File: src/verilog/pdc_regs.vh
// Register map, direction codes, length limits and field positions of the DMA control block.
`ifndef PDC_REGS_VH
`define PDC_REGS_VH

// Window selectors of the two memory windows.
`define PDC_BAR_CTRL 1'b0
`define PDC_BAR_DMA 1'b1

// Offsets in the control window.
`define PDC_OFF_DIP_SWITCH 16'h0090
`define PDC_OFF_LED_DRIVE 16'h00A0
`define PDC_OFF_IRQ_CTRL 16'h00B0

// Offsets in the DMA window.
`define PDC_OFF_SCRATCHPAD 16'h0000
`define PDC_OFF_XFER_LENGTH 16'h8008
`define PDC_OFF_XFER_DIR 16'h800C
`define PDC_OFF_CYCLE_COUNT 16'h8014
`define PDC_OFF_DONE_FLAG 16'h8018
`define PDC_OFF_HOST_BASE 16'h8028

// Direction codes.
`define PDC_DIR_HOST_TO_DDR 32'h11AA1111
`define PDC_DIR_DDR_TO_HOST 32'h11AA2222
`define PDC_DIR_SRAM_TO_DDR 32'h11AA3333
`define PDC_DIR_DDR_TO_SRAM 32'h11AA4444

// One-hot direction select bits.
`define PDC_SEL_HOST_TO_DDR 0
`define PDC_SEL_DDR_TO_HOST 1
`define PDC_SEL_SRAM_TO_DDR 2
`define PDC_SEL_DDR_TO_SRAM 3

// Length limits in bytes, host paths move whole 64 KB descriptors.
`define PDC_HOST_LEN_MIN 32'h0001_0000
`define PDC_HOST_LEN_MAX 32'h0010_0000
`define PDC_HOST_LEN_STEP_MASK 32'h0000_FFFF
`define PDC_SRAM_LEN_MIN 32'h0000_4000
`define PDC_SRAM_LEN_MAX 32'h0000_8000

// Every beat carries one 32-bit word, so length in words is bytes shifted by two.
`define PDC_BEAT_SHIFT 2
`define PDC_DATA_W 32
`define PDC_FIFO_DEPTH 8
`define PDC_FIFO_AW 3

// Field positions.
`define PDC_DIP_LSB 8
`define PDC_DIP_MSB 11
`define PDC_LED_MSB 7
`define PDC_IRQ_EN_BIT 0
`define PDC_IRQ_CLR_BIT 1
`define PDC_IRQ_PEND_BIT 1

// Reset values.
`define PDC_RST_WORD 32'h0000_0000
`define PDC_RST_LED 8'h00

`endif
File: src/verilog/pdc_dma_ctrl.v
// DMA control and status registers with the board LED, switch and button logic.
`timescale 1ns/1ps
`include "pdc_regs.vh"
module pdc_dma_ctrl (
  input wire ref_clk_i,
  input wire sys_rst_i,
  input wire clk_en_i,
  input wire reg_wr_i,
  input wire reg_rd_i,
  input wire reg_bar_i,
  input wire [15:0] reg_addr_i,
  input wire [31:0] reg_wdata_i,
  output wire [31:0] reg_rdata_o,
  output wire reg_rvalid_o,
  input wire src_valid_i,
  input wire [31:0] src_data_i,
  output wire src_ready_o,
  output wire dst_valid_o,
  output wire [31:0] dst_data_o,
  input wire dst_ready_i,
  output wire [3:0] dir_sel_o,
  output wire [31:0] host_base_o,
  output wire [31:0] xfer_length_o,
  output wire xfer_busy_o,
  output wire [7:0] led_o,
  input wire [3:0] dip_switch_i,
  input wire push_button_i,
  output wire host_irq_o
);

  // One-hot engine states.
  localparam [1:0] ST_IDLE = 2'b01;
  localparam [1:0] ST_RUN = 2'b10;

  // Host-visible registers.
  reg [31:0] scratchpad_ff; // Plain read/write word.
  reg [7:0] led_ff; // Drives the board LEDs directly.
  reg [31:0] length_ff; // Transfer length in bytes.
  reg [31:0] dir_code_ff; // Last direction code written.
  reg [31:0] base_ff; // Host buffer base address.
  reg [31:0] cycles_ff; // Clock cycles of the current or last transfer.
  reg done_ff; // High once the last transfer finished.
  reg irq_en_ff; // Interrupt enable.
  reg irq_pend_ff; // A button interrupt has been sent and not cleared.
  reg irq_ff; // One-cycle interrupt request towards the host.
  reg btn_prev_ff; // Previous button level for edge detection.

  // Engine state.
  reg [1:0] state_ff;
  reg [3:0] dir_sel_ff; // One-hot path select seen by the memory side.
  reg [31:0] total_ff; // Words to move.
  reg [31:0] in_cnt_ff; // Words taken from the source.
  reg [31:0] out_cnt_ff; // Words delivered to the sink.
  reg dst_valid_ff; // Output stage holding one word.
  reg [31:0] dst_data_ff;

  // Read answer stage.
  reg [31:0] rdata_ff;
  reg rvalid_ff;

  // FIFO wiring.
  wire fifo_out_valid;
  wire [31:0] fifo_out_data;
  wire fifo_in_ready;

  // Maps a direction code to its one-hot path select; zero for unknown codes.
  function [3:0] dir_decode;
    input [31:0] code;
    begin
      dir_decode = 4'h0;
      case (code)
        `PDC_DIR_HOST_TO_DDR: dir_decode[`PDC_SEL_HOST_TO_DDR] = 1'b1;
        `PDC_DIR_DDR_TO_HOST: dir_decode[`PDC_SEL_DDR_TO_HOST] = 1'b1;
        `PDC_DIR_SRAM_TO_DDR: dir_decode[`PDC_SEL_SRAM_TO_DDR] = 1'b1;
        `PDC_DIR_DDR_TO_SRAM: dir_decode[`PDC_SEL_DDR_TO_SRAM] = 1'b1;
        default: dir_decode = 4'h0;
      endcase
    end
  endfunction

  // Checks the length against the limits of the selected path.
  function len_ok;
    input [3:0] sel;
    input [31:0] len;
    begin
      if (sel[`PDC_SEL_HOST_TO_DDR] || sel[`PDC_SEL_DDR_TO_HOST]) begin
        len_ok = (len >= `PDC_HOST_LEN_MIN) && (len <= `PDC_HOST_LEN_MAX) &&
                 ((len & `PDC_HOST_LEN_STEP_MASK) == 32'h0000_0000);
      end else begin
        len_ok = (len >= `PDC_SRAM_LEN_MIN) && (len <= `PDC_SRAM_LEN_MAX);
      end
    end
  endfunction

  // Address match helper for one window and offset.
  function hit;
    input bar;
    input [15:0] addr;
    input want_bar;
    input [15:0] want_off;
    begin
      hit = (bar == want_bar) && (addr == want_off);
    end
  endfunction

  // Start decode: a direction write with a known code and a legal length, while idle.
  wire dir_wr = reg_wr_i && hit(reg_bar_i, reg_addr_i, `PDC_BAR_DMA, `PDC_OFF_XFER_DIR);
  wire [3:0] new_sel = dir_decode(reg_wdata_i);
  wire start = dir_wr && (new_sel != 4'h0) && len_ok(new_sel, length_ff) &&
               (state_ff == ST_IDLE);
  wire [31:0] new_total = length_ff >> `PDC_BEAT_SHIFT;

  // Beat handshakes.
  wire src_take = src_valid_i & fifo_in_ready;
  wire out_load = fifo_out_valid & (~dst_valid_ff | dst_ready_i);
  wire dst_take = dst_valid_ff & dst_ready_i;
  wire last_beat = dst_take && (out_cnt_ff + 32'h0000_0001 == total_ff);

  // Next-state values, also used to give the FIFO a look-ahead fill enable.
  reg [1:0] nxt_state;
  reg [31:0] nxt_in_cnt;
  reg [31:0] nxt_total;
  reg nxt_fill_en;

  // Engine sequencing: idle until a valid start, run until the last word leaves.
  always @* begin
    nxt_state = state_ff;
    nxt_in_cnt = in_cnt_ff;
    nxt_total = total_ff;
    case (state_ff)
      ST_IDLE: begin
        if (start) begin
          nxt_state = ST_RUN;
          nxt_in_cnt = 32'h0000_0000;
          nxt_total = new_total;
        end
      end
      ST_RUN: begin
        if (src_take) begin
          nxt_in_cnt = in_cnt_ff + 32'h0000_0001;
        end
        if (last_beat) begin
          nxt_state = ST_IDLE;
        end
      end
      default: nxt_state = ST_IDLE;
    endcase
    nxt_fill_en = (nxt_state == ST_RUN) && (nxt_in_cnt < nxt_total);
  end

  // The FIFO decouples the source from the sink; a stalled sink stops the source.
  pdc_fifo #(
    .WIDTH(`PDC_DATA_W),
    .DEPTH(`PDC_FIFO_DEPTH),
    .AW(`PDC_FIFO_AW)
  ) u_fifo (
    .ref_clk_i(ref_clk_i),
    .sys_rst_i(sys_rst_i),
    .clk_en_i(clk_en_i),
    .fill_en_i(nxt_fill_en),
    .in_valid_i(src_valid_i),
    .in_data_i(src_data_i),
    .in_ready_o(fifo_in_ready),
    .out_valid_o(fifo_out_valid),
    .out_data_o(fifo_out_data),
    .out_ready_i(out_load)
  );

  // Engine registers, counters and the completion flag.
  always @(posedge ref_clk_i or posedge sys_rst_i) begin
    if (sys_rst_i) begin
      state_ff <= ST_IDLE;
      dir_sel_ff <= 4'h0;
      total_ff <= `PDC_RST_WORD;
      in_cnt_ff <= `PDC_RST_WORD;
      out_cnt_ff <= `PDC_RST_WORD;
      cycles_ff <= `PDC_RST_WORD;
      done_ff <= 1'b0;
      dst_valid_ff <= 1'b0;
      dst_data_ff <= `PDC_RST_WORD;
    end else if (clk_en_i) begin
      state_ff <= nxt_state;
      in_cnt_ff <= nxt_in_cnt;
      total_ff <= nxt_total;
      if (start) begin
        // A new transfer clears the flag and counter before running.
        dir_sel_ff <= new_sel;
        done_ff <= 1'b0;
        cycles_ff <= `PDC_RST_WORD;
        out_cnt_ff <= `PDC_RST_WORD;
      end else if (state_ff == ST_RUN) begin
        cycles_ff <= cycles_ff + 32'h0000_0001;
        if (dst_take) begin
          out_cnt_ff <= out_cnt_ff + 32'h0000_0001;
        end
        if (last_beat) begin
          done_ff <= 1'b1;
        end
      end
      // Output stage: one word per beat, never more than one in flight.
      if (out_load) begin
        dst_valid_ff <= 1'b1;
        dst_data_ff <= fifo_out_data;
      end else if (dst_take) begin
        dst_valid_ff <= 1'b0;
      end
    end
  end

  // Software-written registers. Writes to unmapped offsets are dropped.
  always @(posedge ref_clk_i or posedge sys_rst_i) begin
    if (sys_rst_i) begin
      scratchpad_ff <= `PDC_RST_WORD;
      led_ff <= `PDC_RST_LED;
      length_ff <= `PDC_RST_WORD;
      dir_code_ff <= `PDC_RST_WORD;
      base_ff <= `PDC_RST_WORD;
    end else if (clk_en_i && reg_wr_i) begin
      if (hit(reg_bar_i, reg_addr_i, `PDC_BAR_DMA, `PDC_OFF_SCRATCHPAD)) begin
        scratchpad_ff <= reg_wdata_i;
      end
      if (hit(reg_bar_i, reg_addr_i, `PDC_BAR_CTRL, `PDC_OFF_LED_DRIVE)) begin
        led_ff <= reg_wdata_i[`PDC_LED_MSB:0];
      end
      if (hit(reg_bar_i, reg_addr_i, `PDC_BAR_DMA, `PDC_OFF_XFER_LENGTH)) begin
        // The host is expected to set this before a start; it is sampled at start.
        length_ff <= reg_wdata_i;
      end
      if (hit(reg_bar_i, reg_addr_i, `PDC_BAR_DMA, `PDC_OFF_HOST_BASE)) begin
        base_ff <= reg_wdata_i;
      end
      if (dir_wr) begin
        // The code is stored even when it starts nothing, so software can read it back.
        dir_code_ff <= reg_wdata_i;
      end
    end
  end

  // Button interrupt: a rising edge while enabled sends one pulse and marks it pending.
  always @(posedge ref_clk_i or posedge sys_rst_i) begin
    if (sys_rst_i) begin
      irq_en_ff <= 1'b0;
      irq_pend_ff <= 1'b0;
      irq_ff <= 1'b0;
      btn_prev_ff <= 1'b0;
    end else if (clk_en_i) begin
      btn_prev_ff <= push_button_i;
      irq_ff <= 1'b0;
      if (reg_wr_i && hit(reg_bar_i, reg_addr_i, `PDC_BAR_CTRL, `PDC_OFF_IRQ_CTRL) &&
          reg_wdata_i[`PDC_IRQ_CLR_BIT]) begin
        // Clear-and-disable drops the pending mark and blocks later presses.
        irq_en_ff <= 1'b0;
        irq_pend_ff <= 1'b0;
      end else if (reg_wr_i && hit(reg_bar_i, reg_addr_i, `PDC_BAR_CTRL, `PDC_OFF_IRQ_CTRL) &&
                   reg_wdata_i[`PDC_IRQ_EN_BIT]) begin
        irq_en_ff <= 1'b1;
      end
      // A press taken while still enabled beats a clear in the same cycle, so it is never lost.
      if (irq_en_ff && push_button_i && !btn_prev_ff) begin
        irq_ff <= 1'b1;
        irq_pend_ff <= 1'b1;
      end
    end
  end

  // Read path: data answers one cycle after the read strobe; unmapped offsets read zero.
  always @(posedge ref_clk_i or posedge sys_rst_i) begin
    if (sys_rst_i) begin
      rdata_ff <= `PDC_RST_WORD;
      rvalid_ff <= 1'b0;
    end else if (clk_en_i) begin
      rvalid_ff <= reg_rd_i;
      rdata_ff <= `PDC_RST_WORD;
      if (reg_rd_i) begin
        if (reg_bar_i == `PDC_BAR_CTRL) begin
          case (reg_addr_i)
            `PDC_OFF_DIP_SWITCH: rdata_ff[`PDC_DIP_MSB:`PDC_DIP_LSB] <= dip_switch_i;
            `PDC_OFF_LED_DRIVE: rdata_ff[`PDC_LED_MSB:0] <= led_ff;
            `PDC_OFF_IRQ_CTRL: begin
              rdata_ff[`PDC_IRQ_EN_BIT] <= irq_en_ff;
              rdata_ff[`PDC_IRQ_PEND_BIT] <= irq_pend_ff;
            end
            default: rdata_ff <= `PDC_RST_WORD;
          endcase
        end else begin
          case (reg_addr_i)
            `PDC_OFF_SCRATCHPAD: rdata_ff <= scratchpad_ff;
            `PDC_OFF_XFER_LENGTH: rdata_ff <= length_ff;
            `PDC_OFF_XFER_DIR: rdata_ff <= dir_code_ff;
            `PDC_OFF_CYCLE_COUNT: rdata_ff <= cycles_ff;
            `PDC_OFF_DONE_FLAG: rdata_ff <= {31'h0000_0000, done_ff};
            `PDC_OFF_HOST_BASE: rdata_ff <= base_ff;
            default: rdata_ff <= `PDC_RST_WORD;
          endcase
        end
      end
    end
  end

  // All outputs come straight from flops.
  assign reg_rdata_o = rdata_ff;
  assign reg_rvalid_o = rvalid_ff;
  assign src_ready_o = fifo_in_ready;
  assign dst_valid_o = dst_valid_ff;
  assign dst_data_o = dst_data_ff;
  assign dir_sel_o = dir_sel_ff;
  assign host_base_o = base_ff;
  assign xfer_length_o = length_ff;
  assign xfer_busy_o = state_ff[1];
  assign led_o = led_ff;
  assign host_irq_o = irq_ff;

endmodule

File: src/verilog/pdc_fifo.v
// Flip-flop FIFO with valid and ready on both sides.
`timescale 1ns/1ps
module pdc_fifo #(
  parameter WIDTH = 32,
  parameter DEPTH = 8,
  parameter AW = 3
) (
  input wire ref_clk_i,
  input wire sys_rst_i,
  input wire clk_en_i,
  input wire fill_en_i,
  input wire in_valid_i,
  input wire [WIDTH-1:0] in_data_i,
  output wire in_ready_o,
  output wire out_valid_o,
  output wire [WIDTH-1:0] out_data_o,
  input wire out_ready_i
);

  // Storage words, write and read indices, and fill level.
  reg [WIDTH-1:0] mem_ff [0:DEPTH-1];
  reg [AW-1:0] wr_ptr_ff;
  reg [AW-1:0] rd_ptr_ff;
  reg [AW:0] count_ff;
  // Ready is registered so the source sees a flop; it looks one cycle ahead.
  reg ready_ff;

  wire push = in_valid_i & ready_ff;
  wire pop = out_valid_o & out_ready_i;
  wire [AW:0] nxt_count = count_ff + {{AW{1'b0}}, push} - {{AW{1'b0}}, pop};

  assign in_ready_o = ready_ff;
  assign out_valid_o = (count_ff != {(AW+1){1'b0}});
  assign out_data_o = mem_ff[rd_ptr_ff];

  // Pointer and level bookkeeping; ready drops as soon as the next level is full.
  always @(posedge ref_clk_i or posedge sys_rst_i) begin
    if (sys_rst_i) begin
      wr_ptr_ff <= {AW{1'b0}};
      rd_ptr_ff <= {AW{1'b0}};
      count_ff <= {(AW+1){1'b0}};
      ready_ff <= 1'b0;
    end else if (clk_en_i) begin
      if (push) begin
        wr_ptr_ff <= (wr_ptr_ff == DEPTH - 1) ? {AW{1'b0}} : wr_ptr_ff + 1'b1;
      end
      if (pop) begin
        rd_ptr_ff <= (rd_ptr_ff == DEPTH - 1) ? {AW{1'b0}} : rd_ptr_ff + 1'b1;
      end
      count_ff <= nxt_count;
      ready_ff <= fill_en_i & (nxt_count < DEPTH);
    end
  end

  // Data words need no reset; only valid entries are ever read.
  always @(posedge ref_clk_i) begin
    if (clk_en_i && push) begin
      mem_ff[wr_ptr_ff] <= in_data_i;
    end
  end

endmodule

File: config.mk
export PLATFORM = sky130hd
export DESIGN_NAME = pdc_dma_ctrl
export DESIGN_NICKNAME = d
export VERILOG_FILES = /design/src/verilog/pdc_dma_ctrl.v /design/src/verilog/pdc_fifo.v
export VERILOG_INCLUDE_DIRS = /design/src /design/src/verilog
export SDC_FILE = /design/constraint.sdc
export NUM_CORES = 1
export LEC_CHECK = 0
export BUFFER_PORTS_ARGS = -buffer_cell sky130_fd_sc_hd__buf_2
export CAP_MARGIN = 20
export CORE_MARGIN = 2
export CORE_UTILIZATION = 25
export DETAILED_ROUTE_END_ITERATION = 8
export PLACE_DENSITY_LB_ADDON = 0.1
export SLEW_MARGIN = 20
export SYNTH_ARGS = -nofsm -noshare
export SYNTH_HDL_FRONTEND = slang
export SYNTH_SLANG_ARGS = --single-unit
export TNS_END_PERCENT = 5
File: constraint.sdc
create_clock -name ref_clk_i -period 26.7 [get_ports ref_clk_i]
set_input_delay 5.34 -clock ref_clk_i [delete_from_list [all_inputs] [get_ports ref_clk_i]]
set_output_delay 5.34 -clock ref_clk_i [all_outputs]
set_load 0.01 [all_outputs]
==> results.toml, run 1 <==
[synthesis]
synth.area.mux_share_pct = 12.7
yosys_warnings = 0
synth_flop_cell = "dfrtp_1"
synth_top_family_by_area = "multiplexers"
synth.distinct_cells = 82
synth_xor_area_share_pct = 2.29
async_reset_ff_share_pct = 57.9
ys_ff_latch = 608
synth_compound_area_share_pct = 10.6
synth_area_um2 = 28100
synth_top_area_share_pct = 31.2
synth_top_area_cell = "dfrtp_1"
synthesis.nets = 2358
synth_area_leaders = "dfrtp_1 (31%), edfxtp_1 (27%), mux2_2 (5.6%)"
synth-edff-count = 256
ys_seq_area_share_pct = 58.7
yosys.area_share.simple_pct = 11.4
syn_avg_cell_area_um2 = 12.7
synthAdderAreaFrac_pct = 2.07
synthCells = 2219

[global_route]
track_usage_pct = 15.8
grt_start_max_net_pins = 153
grt_pass1_wl_um = 137000
antenna_found_initial = 7
grt_pass1_vias = 20100
grt_overflow_total = 0

[die]
start_util_pct = 25.1
die_h_um = 339
dieArea_um2 = 115000
die_w_um = 339
io_pins = 238
rows = 123
core_um2 = 112000

[outcome]
status = "finished clean"

[power_and_ir_drop]
peakVddDrop_mv = 0.0638
p_total_uw = 2460
pwr_density_cell_nw_per_um2 = 72.8
leakage_uw = 0.0142

[clock_tree]
cts-root-buf = "clkbuf_16"
cts_hold_buf = 0
clock_latency_ps = 660
post_cts_resized = 0
max-clock-path-buffers = 3
cts_buffers = 78
clock_sinks = 608
post_cts_buffers = 0
cts_tree = "yes"
clkTransAtPathRegs_ps = 60
htree_levels = 3

[timing]
grt_setup_unrepaired = "false"
fmaxAchievable_ghz = 0.0991
period_minus_slack_ps = 10090
hold_viol_final = 0
finalCritPeriodShare_pct = 37.8
hold_ws_ps = 474
clock_skew_ps = 53.9
tightest_slew_ps = 1080
slew_headroom_pct = 27.4
final.setup.tns_ps = 0
setup_viol = 0
drv_slew = 0

[cells_and_area]
final_nets = 2586
fin_cells = 4008
syn2layout_area_growth_pct = 20.1
drive_gt1_share_pct = 26.3
fill_cells = 11500
top_register = "u_fifo.mem_ff"
largest_reg_flops = 256

[setup_path]
arrival_ps = 10600
setup.worst_path.class = "in -> reg"
path_max_fanout = 16
required_ps = 27200
startpoint_type = "primary input"
end_kind = "flip-flop"

[drt]
routed-via-count = 19500
viasPerCell = 4.87
post_drt_wl_per_cell_um = 22.9
first_pass_iters = 8
drc = 0
wl_um = 91800
ant_nets = 0
dr.first_iter.drc_count = 1348

[place]
hpwl_um = 60000
numPortBuffers = 237
gp_congestion = 0.788
dp_cells = 3866

[run]
max_cap_violations = 0

[hold_path]
min_path_type = "reg -> reg"
per-layer routing:
metal | vias to the layer above | wire (µm) | global-route usage, %
met2 | 481 | 43800 | 26.0
met5 | - | 53 | 0
met3 | 136 | 4100 | 2.92
met1 | 9989 | 41500 | 21.1
li1 | 8902 | - | -
met4 | 8 | 2400 | 4.70
final timing paths:
| check | cells past startpoint | from | to | slack, ps |
|---|---|---|---|---|
| max in group asynchronous | 4 | sys_rst_i | in_cnt_ff[22] | 19520 |
| min reg2reg | 2 | dst_data_o[12] | dst_data_o[12] | 470 |
| min | 2 | dst_data_o[12] | dst_data_o[12] | 470 |
| max reg2reg | 17 | state_ff[0] | u_fifo.in_ready_o | 20710 |
| max | 17 | reg_wdata_i[26] | u_fifo.in_ready_o | 16610 |
| min in group asynchronous | 2 | sys_rst_i | dst_data_o[30] | 4770 |
metrics by stage:
step	worst slack, ps	area [µm²]	util, %
after floorplan	11600	28100	-
after global placement	16160	31000	27.7
after detailed placement	16100	31100	27.7
after CTS	16730	33800	30.1
after global routing	16290	33800	30.1
final	16610	33800	30.1
where the power goes:
group          leakage (µW)  internal [µW]  switching (µW)  total [µW]
registers           0.00711           1010            28.1        1030
logic               0.00575            152             179         331
clock network       0.00132            654             440        1090
total                0.0142           1810             647        2460
final cells by class:
type	count	area [µm²]	area share, %
clock buffers	98	2110	6.24
flip-flops and latches	608	16500	48.9
well taps	1500	1880	5.56
clock inverters	42	568	1.68
repair buffers	279	1540	4.56
diodes	1	2.50	0.00741
multi-input cells	1451	11100	32.7
inverters	29	116	0.344
cell usage in the layout, fill, tap and decap left out, types with 8 or more instances in the layout:
cell / count
dfrtp_1: 348
edfxtp_1: 256
a21oi_1: 72
clkinv_2: 20
a222oi_1: 31
mux2_2: 141
nor4_2: 8
a22o_1: 28
nor2_1: 113
or4_1: 8
clkbuf_8: 8
nor3_1: 30
and4_1: 19
clkbuf_16: 78
xor2_1: 35
and3_1: 22
nor4_1: 14
nand3_1: 46
and2_1: 21
mux4_2: 64
a31oi_1: 34
o31ai_1: 23
ha_1: 45
nand2_1: 238
a22oi_1: 31
xnor2_1: 36
bufinv_16: 9
buf_4: 39
nand2b_1: 16
buf_2: 237
clkbuf_1: 12
inv_1: 26
a21o_1: 19
mux2i_1: 55
o21ai_0: 132
nand4_1: 40
worst max-delay path, cell delays in order:
cell	delay [ps]
buf_2	130
nor4b_1	470
nand4_1	460
nor4_2	660
o21ai_2	420
a21o_1	510
o21ai_0	240
o21ai_0	130
ha_1	290
nand4_1	120
nor2_1	150
nand2_1	90
or4_1	600
or3_1	410
a211oi_1	270
o32ai_1	140
o211a_1	140
kinds of logic (layout without fill, tap and decap cells):
logic type,Yosys count,in the layout
and+or+nand+nor,635,635
other,0,1
buffers and inverters,160,448
AOI/OAI and AO/OA,438,438
adders and majority gates,46,46
xor gates and xnor gates,72,72
DFF,608,608
muxes,260,260
cells in the mapped netlist, types with 5 or more instances:
library cell and number:
o31ai_1 23, nand2b_1 16, and4_1 19, xnor2_1 36
a222oi_1 31, o2bb2ai_1 5, buf_2 31, mux2_2 141
nand2_1 239, o41ai_1 7, mux2i_1 55, o21ai_0 134
inv_1 27, buf_1 18, dfrtp_1 351, edfxtp_1 256
a221o_1 7, nor3_1 35, and3_1 22, nand4_1 40
xor2_1 35, nor4_1 15, ha_1 45, a21oi_1 73
nor2_1 118, nand3_1 46, a31oi_1 34, a22oi_1 31
mux4_2 64, nor2b_1 9, and2_1 22, nor4_2 7
a22o_1 28, a21o_1 19, or4_1 8, clkbuf_1 80
or3_1 8
Power figures use the tool's default switching activity.
==> inputs of run 2 (changes only) <==
clock period = 10.4 ns   (was 26.7 ns; I/O delays follow)
==> run 2 against run 1 <==
  * Core utilization is 0.082 points lower
  * Worst hold slack better by 1.8 ps
  * Combinational power is 150% higher
  * Final area is 0.27% lower
  * Sequential power grew to 2.6 times the previous value
  * Clock-buffer cell count is 13 higher
  * Cell count is 0.27% higher
  * First-iteration DRC count is 3.0% higher
  * Power grew to 2.5 times the previous value
  * Die area stayed put
  * Sequential cell count stayed put
  * Setup slack worse by 13000 ps
  * Critical endpoint unchanged
  * Largest cell class unchanged
==> results.toml, run 2 (same netlist as run 1, synthesis figures left out) <==
[hold_path]
hold-path-endpoint = "dst_data_o[15]"
hold_depth = 2
min_path_type = "reg -> reg"
min_from = "dst_data_o[15]"

[timing]
hold_ws_ps = 476
finalCritPeriodShare_pct = 64.4
grt_setup_unrepaired = "false"
final.setup.tns_ps = 0
clock_skew_ps = 34.2
tightest_slew_ps = 1080
setup_viol = 0
hold_viol_final = 0
period_minus_slack_ps = 6700
fmaxAchievable_ghz = 0.149
drv_slew = 0
slew_headroom_pct = 27.7

[drt]
post_drt_wl_per_cell_um = 22.7
ant_nets = 0
viasPerCell = 4.85
routed-via-count = 19500
drc = 0
wl_um = 91200
first_pass_iters = 6
dr.first_iter.drc_count = 1388

[setup_path]
setup.worst_path.class = "in -> reg"
required_ps = 10920
crit_chain = "buf_2, nor4b_1, nand4_1, nor4_2, o21ai_2, a21o_1, o21ai_0, o21ai_0, ha_1, nand4_1, nor2_1, nand2_1, or4_1, or3_1, a211oi_1, o32ai_1, o211a_1"
startpoint_type = "primary input"
critPathBufInv = 1
rrSetupSlack_ps = 4420
cp_top_family = "simple AND/OR/NAND/NOR gates"
arrival_ps = 7220
slowest_stage = "nor4_2"
critPathMaxStageDelay_ps = 670
path_max_fanout = 16
end_kind = "flip-flop"
timing.rr.start = "state_ff[0]"
r2r_cells = 17
rr_endpoint = "u_fifo.in_ready_o"

[cells_and_area]
fill_cells = 11500
syn2layout_area_growth_pct = 19.8
multi_input_area_um2 = 11100
final_nets = 2593
final_common_cell = "dfrtp_1"
register_area_um2 = 16500
drive_gt1_share_pct = 26.5
top_register = "u_fifo.mem_ff"
largest_reg_flops = 256
final_cell_mix = "dfrtp_1 (348), edfxtp_1 (256), nand2_1 (238)"

[global_route]
grt_start_max_net_pins = 139
grt_pass1_vias = 20300
antenna_found_initial = 6
grt_overflow_total = 0
grt_pass1_wl_um = 137000
track_usage_pct = 15.7

[die]
die_h_um = 339
start_util_pct = 25.1
rows = 123
die_w_um = 339
io_pins = 238
core_um2 = 112000
dieArea_um2 = 115000

[power_and_ir_drop]
pwr_density_cell_nw_per_um2 = 183
peakVddDrop_mv = 0.147
leakage_uw = 0.0141

[clock_tree]
clock_latency_ps = 650
cts_buffers = 77
clkTransAtPathRegs_ps = 60
cts_tree = "yes"
htree_levels = 3
max-clock-path-buffers = 3
cts-root-buf = "clkbuf_16"
post_cts_buffers = 0
clock_sinks = 608
post_cts_resized = 0
cts_hold_buf = 0

[outcome]
status = "finished clean"

[run]
max_cap_violations = 0

[place]
hpwl_um = 60300
numPortBuffers = 237
gp_congestion = 0.803
-- run 2: cell count changes in the layout (fill, tap and decap cells not counted), sizes merged --
cell      change
inv           -2
diode         +1
clkinvlp      +4
clkbuf       +13
buf           +8
clkinv        -8
bufinv        -5
-- run 2: worst max path at each step --
stage | start | to | depth (start not counted)
5_1_grt | reg_wdata_i[26] | u_fifo.in_ready_o | 17
2_1_floorplan | sys_rst_i | btn_prev_ff | 1
3_5_place_dp | reg_wdata_i[26] | u_fifo.in_ready_o | 17
6_report | reg_wdata_i[26] | u_fifo.in_ready_o | 17
4_1_cts | reg_wdata_i[26] | u_fifo.in_ready_o | 17
3_3_place_gp | reg_wdata_i[26] | u_fifo.in_ready_o | 17
-- run 2: area by class of cell --
class / instances / share of cell area (%)
sequential: 608 / 49.0
multi-input combinational: 1451 / 32.8
clock buffer: 111 / 6.58
tap: 1500 / 5.57
timing repair buffer: 287 / 4.67
clock inverter: 31 / 0.995
inverter: 29 / 0.334
antenna: 2 / 0.0149
-- run 2: metrics by stage --
step	setup slack [ps]	area [µm²]	instances	power [µW]	util [%]
CTS	3700	33700	4017	6310	30.1
global placement	3060	31100	3875	3590	27.8
finish	3700	33700	4019	6180	30.1
global route	3310	33700	4017	6480	30.1
detailed placement	3070	31100	3875	3590	27.8
floorplan	3610	28100	2219	3270	-
-- run 2: report_power, final --
group	total, µW	internal (µW)	switching, µW
logic	827	387	440
registers	2680	2580	98.2
clock network	2670	1590	1080
-- run 2: tightest hold or removal path, stage by stage, from the launching register on --
cell and delay [ps]:
dfrtp_1 340, nand2_1 40, o21ai_0 60
-- run 2: metal layers --
metal	part of all wire [%]	up-vias	global-route usage (%)
met5	0.038	-	0
met4	2.0	6	3.76
met3	4.2	121	2.45
met2	48	415	26.3
met1	45	10000	21.3
li1	-	8931	-
==> inputs of run 3 (changes only) <==
ABC_AREA = 1   (was default)
clock period = 6.9 ns   (was 10.4 ns; I/O delays follow)
==> run 3 against run 2 <==
  * Final area up 3.8%
  * Synthesized area up 4.3%
  * Setup slack worse by 1700 ps
  * Clock-buffer cell count down 2
  * Clock skew down 6.0 ps
  * Non-clock buffer count down 7
  * Worst hold slack worse by 12 ps
  * Cell count up 25%
  * Critical endpoint unchanged
  * Highest routed layer unchanged
  * Sequential power up 50%
==> results.toml, run 3 <==
[outcome]
status = "finished clean"

[timing]
grt_setup_unrepaired = "false"
final.setup.tns_ps = 0
fmaxAchievable_ghz = 0.204
period_minus_slack_ps = 4900
tightest_slew_ps = 1080
drv_slew = 0
hold_viol_final = 0
slew_headroom_pct = 27.7
finalCritPeriodShare_pct = 71.1
clock_skew_ps = 28.2
setup_viol = 0

[hold_path]
hold-path-endpoint = "reg_rvalid_o"
min_path_type = "reg -> reg"
min_from = "reg_rvalid_o"
hold_depth = 2

[setup_path]
critPathBufInv = 3
r2r_cells = 24
timing.rr.start = "xfer_length_o[2]"
rr_endpoint = "u_fifo.in_ready_o"
crit_chain = "buf_2, nor2_1, buf_4, nand2_1, nor2_2, nand2_4, nor2_4, nand4_4, inv_1, nor2_1, nor2_2, o22ai_1, ha_1, a21oi_1, o21ai_0, nand3_1, nand2_1, nand2_1, a21oi_1, a2111oi_0, nand3_1, nor2_1, nand2_1, nand2_1"
setup.worst_path.class = "in -> reg"
cp_top_family = "simple AND/OR/NAND/NOR gates"
rrSetupSlack_ps = 2230
slowest_stage = "nor2_2"
critPathMaxStageDelay_ps = 740
required_ps = 7480
path_max_fanout = 23
critical_path.most_common_cell = "nand2_1"
end_kind = "flip-flop"
startpoint_type = "primary input"
arrival_ps = 5490

[place]
numPortBuffers = 237
dp_cells = 4885
place_area_um2 = 32400
gp_congestion = 0.851
hpwl_um = 73800

[synthesis]
async_reset_ff_share_pct = 57.9
synth-edff-count = 256
synth_top_area_share_pct = 29.9
ys_ff_latch = 608
synth_flop_cell = "dfrtp_1"
syn_avg_cell_area_um2 = 9.13
synth_area_leaders = "dfrtp_1 (30%), edfxtp_1 (26%), nand2_1 (8.8%)"
synthesis.nets = 3351
synthCells = 3212
synth_area_um2 = 29300
synth_top_area_cell = "dfrtp_1"
yosys_warnings = 0
ys_seq_area_share_pct = 56.2
synth.distinct_cells = 59
synthMostInstantiatedCell = "nand2_1"
synth_common_cells = "nand2_1 (685), o21ai_0 (397), dfrtp_1 (351)"

[cells_and_area]
final_cell_mix = "nand2_1 (681), o21ai_0 (397), dfrtp_1 (349)"
fin_cells = 5032
final_cell_area_um2 = 35000
syn2layout_area_growth_pct = 19.3
top_register = "u_fifo.mem_ff"
final_common_cell = "nand2_1"
final_nets = 3580
fill_cells = 12300
drive_gt1_share_pct = 13.2
final_util_pct = 30.1
largest_reg_flops = 256

[die]
die_h_um = 347
core_um2 = 116000
die_w_um = 347
dieArea_um2 = 120000
start_util_pct = 25.2
io_pins = 238
rows = 125

[clock_tree]
cts_tree = "yes"
htree_levels = 3
cts_hold_buf = 0
post_cts_resized = 0
post_cts_buffers = 0
max-clock-path-buffers = 3
clock_sinks = 608
clkTransAtPathRegs_ps = 50
cts_buffers = 77
clock_latency_ps = 660
cts-root-buf = "clkbuf_16"

[global_route]
track_usage_pct = 17.8
grt_start_max_net_pins = 196
antenna_found_initial = 11
grt_pass1_vias = 23300
grt_pass1_wl_um = 160000
grt_overflow_total = 0

[power_and_ir_drop]
p_seq_share_pct = 40.7
leakage_uw = 0.0153
netSwitchingFraction_pct = 29.9
peakVddDrop_mv = 0.324
p_int_uw = 6910
power_frac_clock_pct = 42.0
switching_power_uw = 2950
pwr_density_cell_nw_per_um2 = 282
power_frac_comb_pct = 17.2

[run]
max_cap_violations = 0

[drt]
ant_nets = 0
dr.first_iter.drc_count = 1760
wl_um = 108000
post_drt_wl_per_cell_um = 21.5
routed-via-count = 23700
viasPerCell = 4.70
drc = 0
first_pass_iters = 6
[run 3: worst reg2reg max path, delay by kind of cell, from the launching register on]
family | cells | cell delay, ps
buffers and inverters | 1 | 110
adders and majority gates | 1 | 380
AOI/OAI and AO/OA | 5 | 900
and+or+nand+nor | 17 | 2600
DFF | 1 | 630
[run 3: cell families after synthesis]
group                    Yosys count  share of synthesized area, %
AO/OA/AOI/OAI                    691                          13.2
AND/OR/NAND/NOR                 1269                          18.5
buffers and inverters            477                          6.13
multiplexers                      64                          2.18
adder cells (fa/ha/maj)           46                          1.99
XOR/XNOR                          57                          1.75
flip-flops                       608                          56.2
[run 3: worst max path at each step]
stage / start / endpoint / slack, ps / depth (start not counted)
finish: reg_addr_i[5] / u_fifo.in_ready_o / 2000 / 24
global route: reg_wdata_i[28] / u_fifo.in_ready_o / 1460 / 26
floorplan: sys_rst_i / btn_prev_ff / 810 / 1
CTS: reg_addr_i[5] / u_fifo.in_ready_o / 1970 / 24
global placement: reg_addr_i[5] / u_fifo.in_ready_o / 1390 / 24
detailed placement: reg_addr_i[5] / u_fifo.in_ready_o / 1290 / 24
[run 3: layout make-up]
class | count | area, µm² | share of cell area (%)
diodes | 5 | 12.5 | 0.0358
clock buffers | 109 | 2170 | 6.20
clock inverters | 32 | 405 | 1.16
inverters | 347 | 1310 | 3.74
multi-input cells | 2127 | 11100 | 31.8
flip-flops and latches | 608 | 16500 | 47.2
well taps | 1524 | 1910 | 5.45
repair buffers | 280 | 1550 | 4.44
[run 3: power by group through the flow]
stage,clock [µW],combinational [µW],sequential [µW]
final,4140,1690,4010
after global routing,4400,1930,4030
after CTS,4270,1750,4020
after detailed placement,0,1750,4080
after global placement,0,1760,4090
after floorplan,0,1070,4100
[run 3: per-layer routing]
layer	part of all wire (%)	track usage (%)	vias up
met5	0.054	0	-
met4	2.6	4.97	10
met3	5.1	3.37	132
met2	45	27.9	589
met1	47	25.1	11600
li1	-	-	11400
[run 3: through the flow]
stage	hold WS, ps	setup WS, ps	total power (µW)
finish	464	2000	9850
global route	489	1460	10400
CTS	473	1970	10000
detailed placement	459	1290	5830
global placement	454	1390	5840
floorplan	441	806	5170
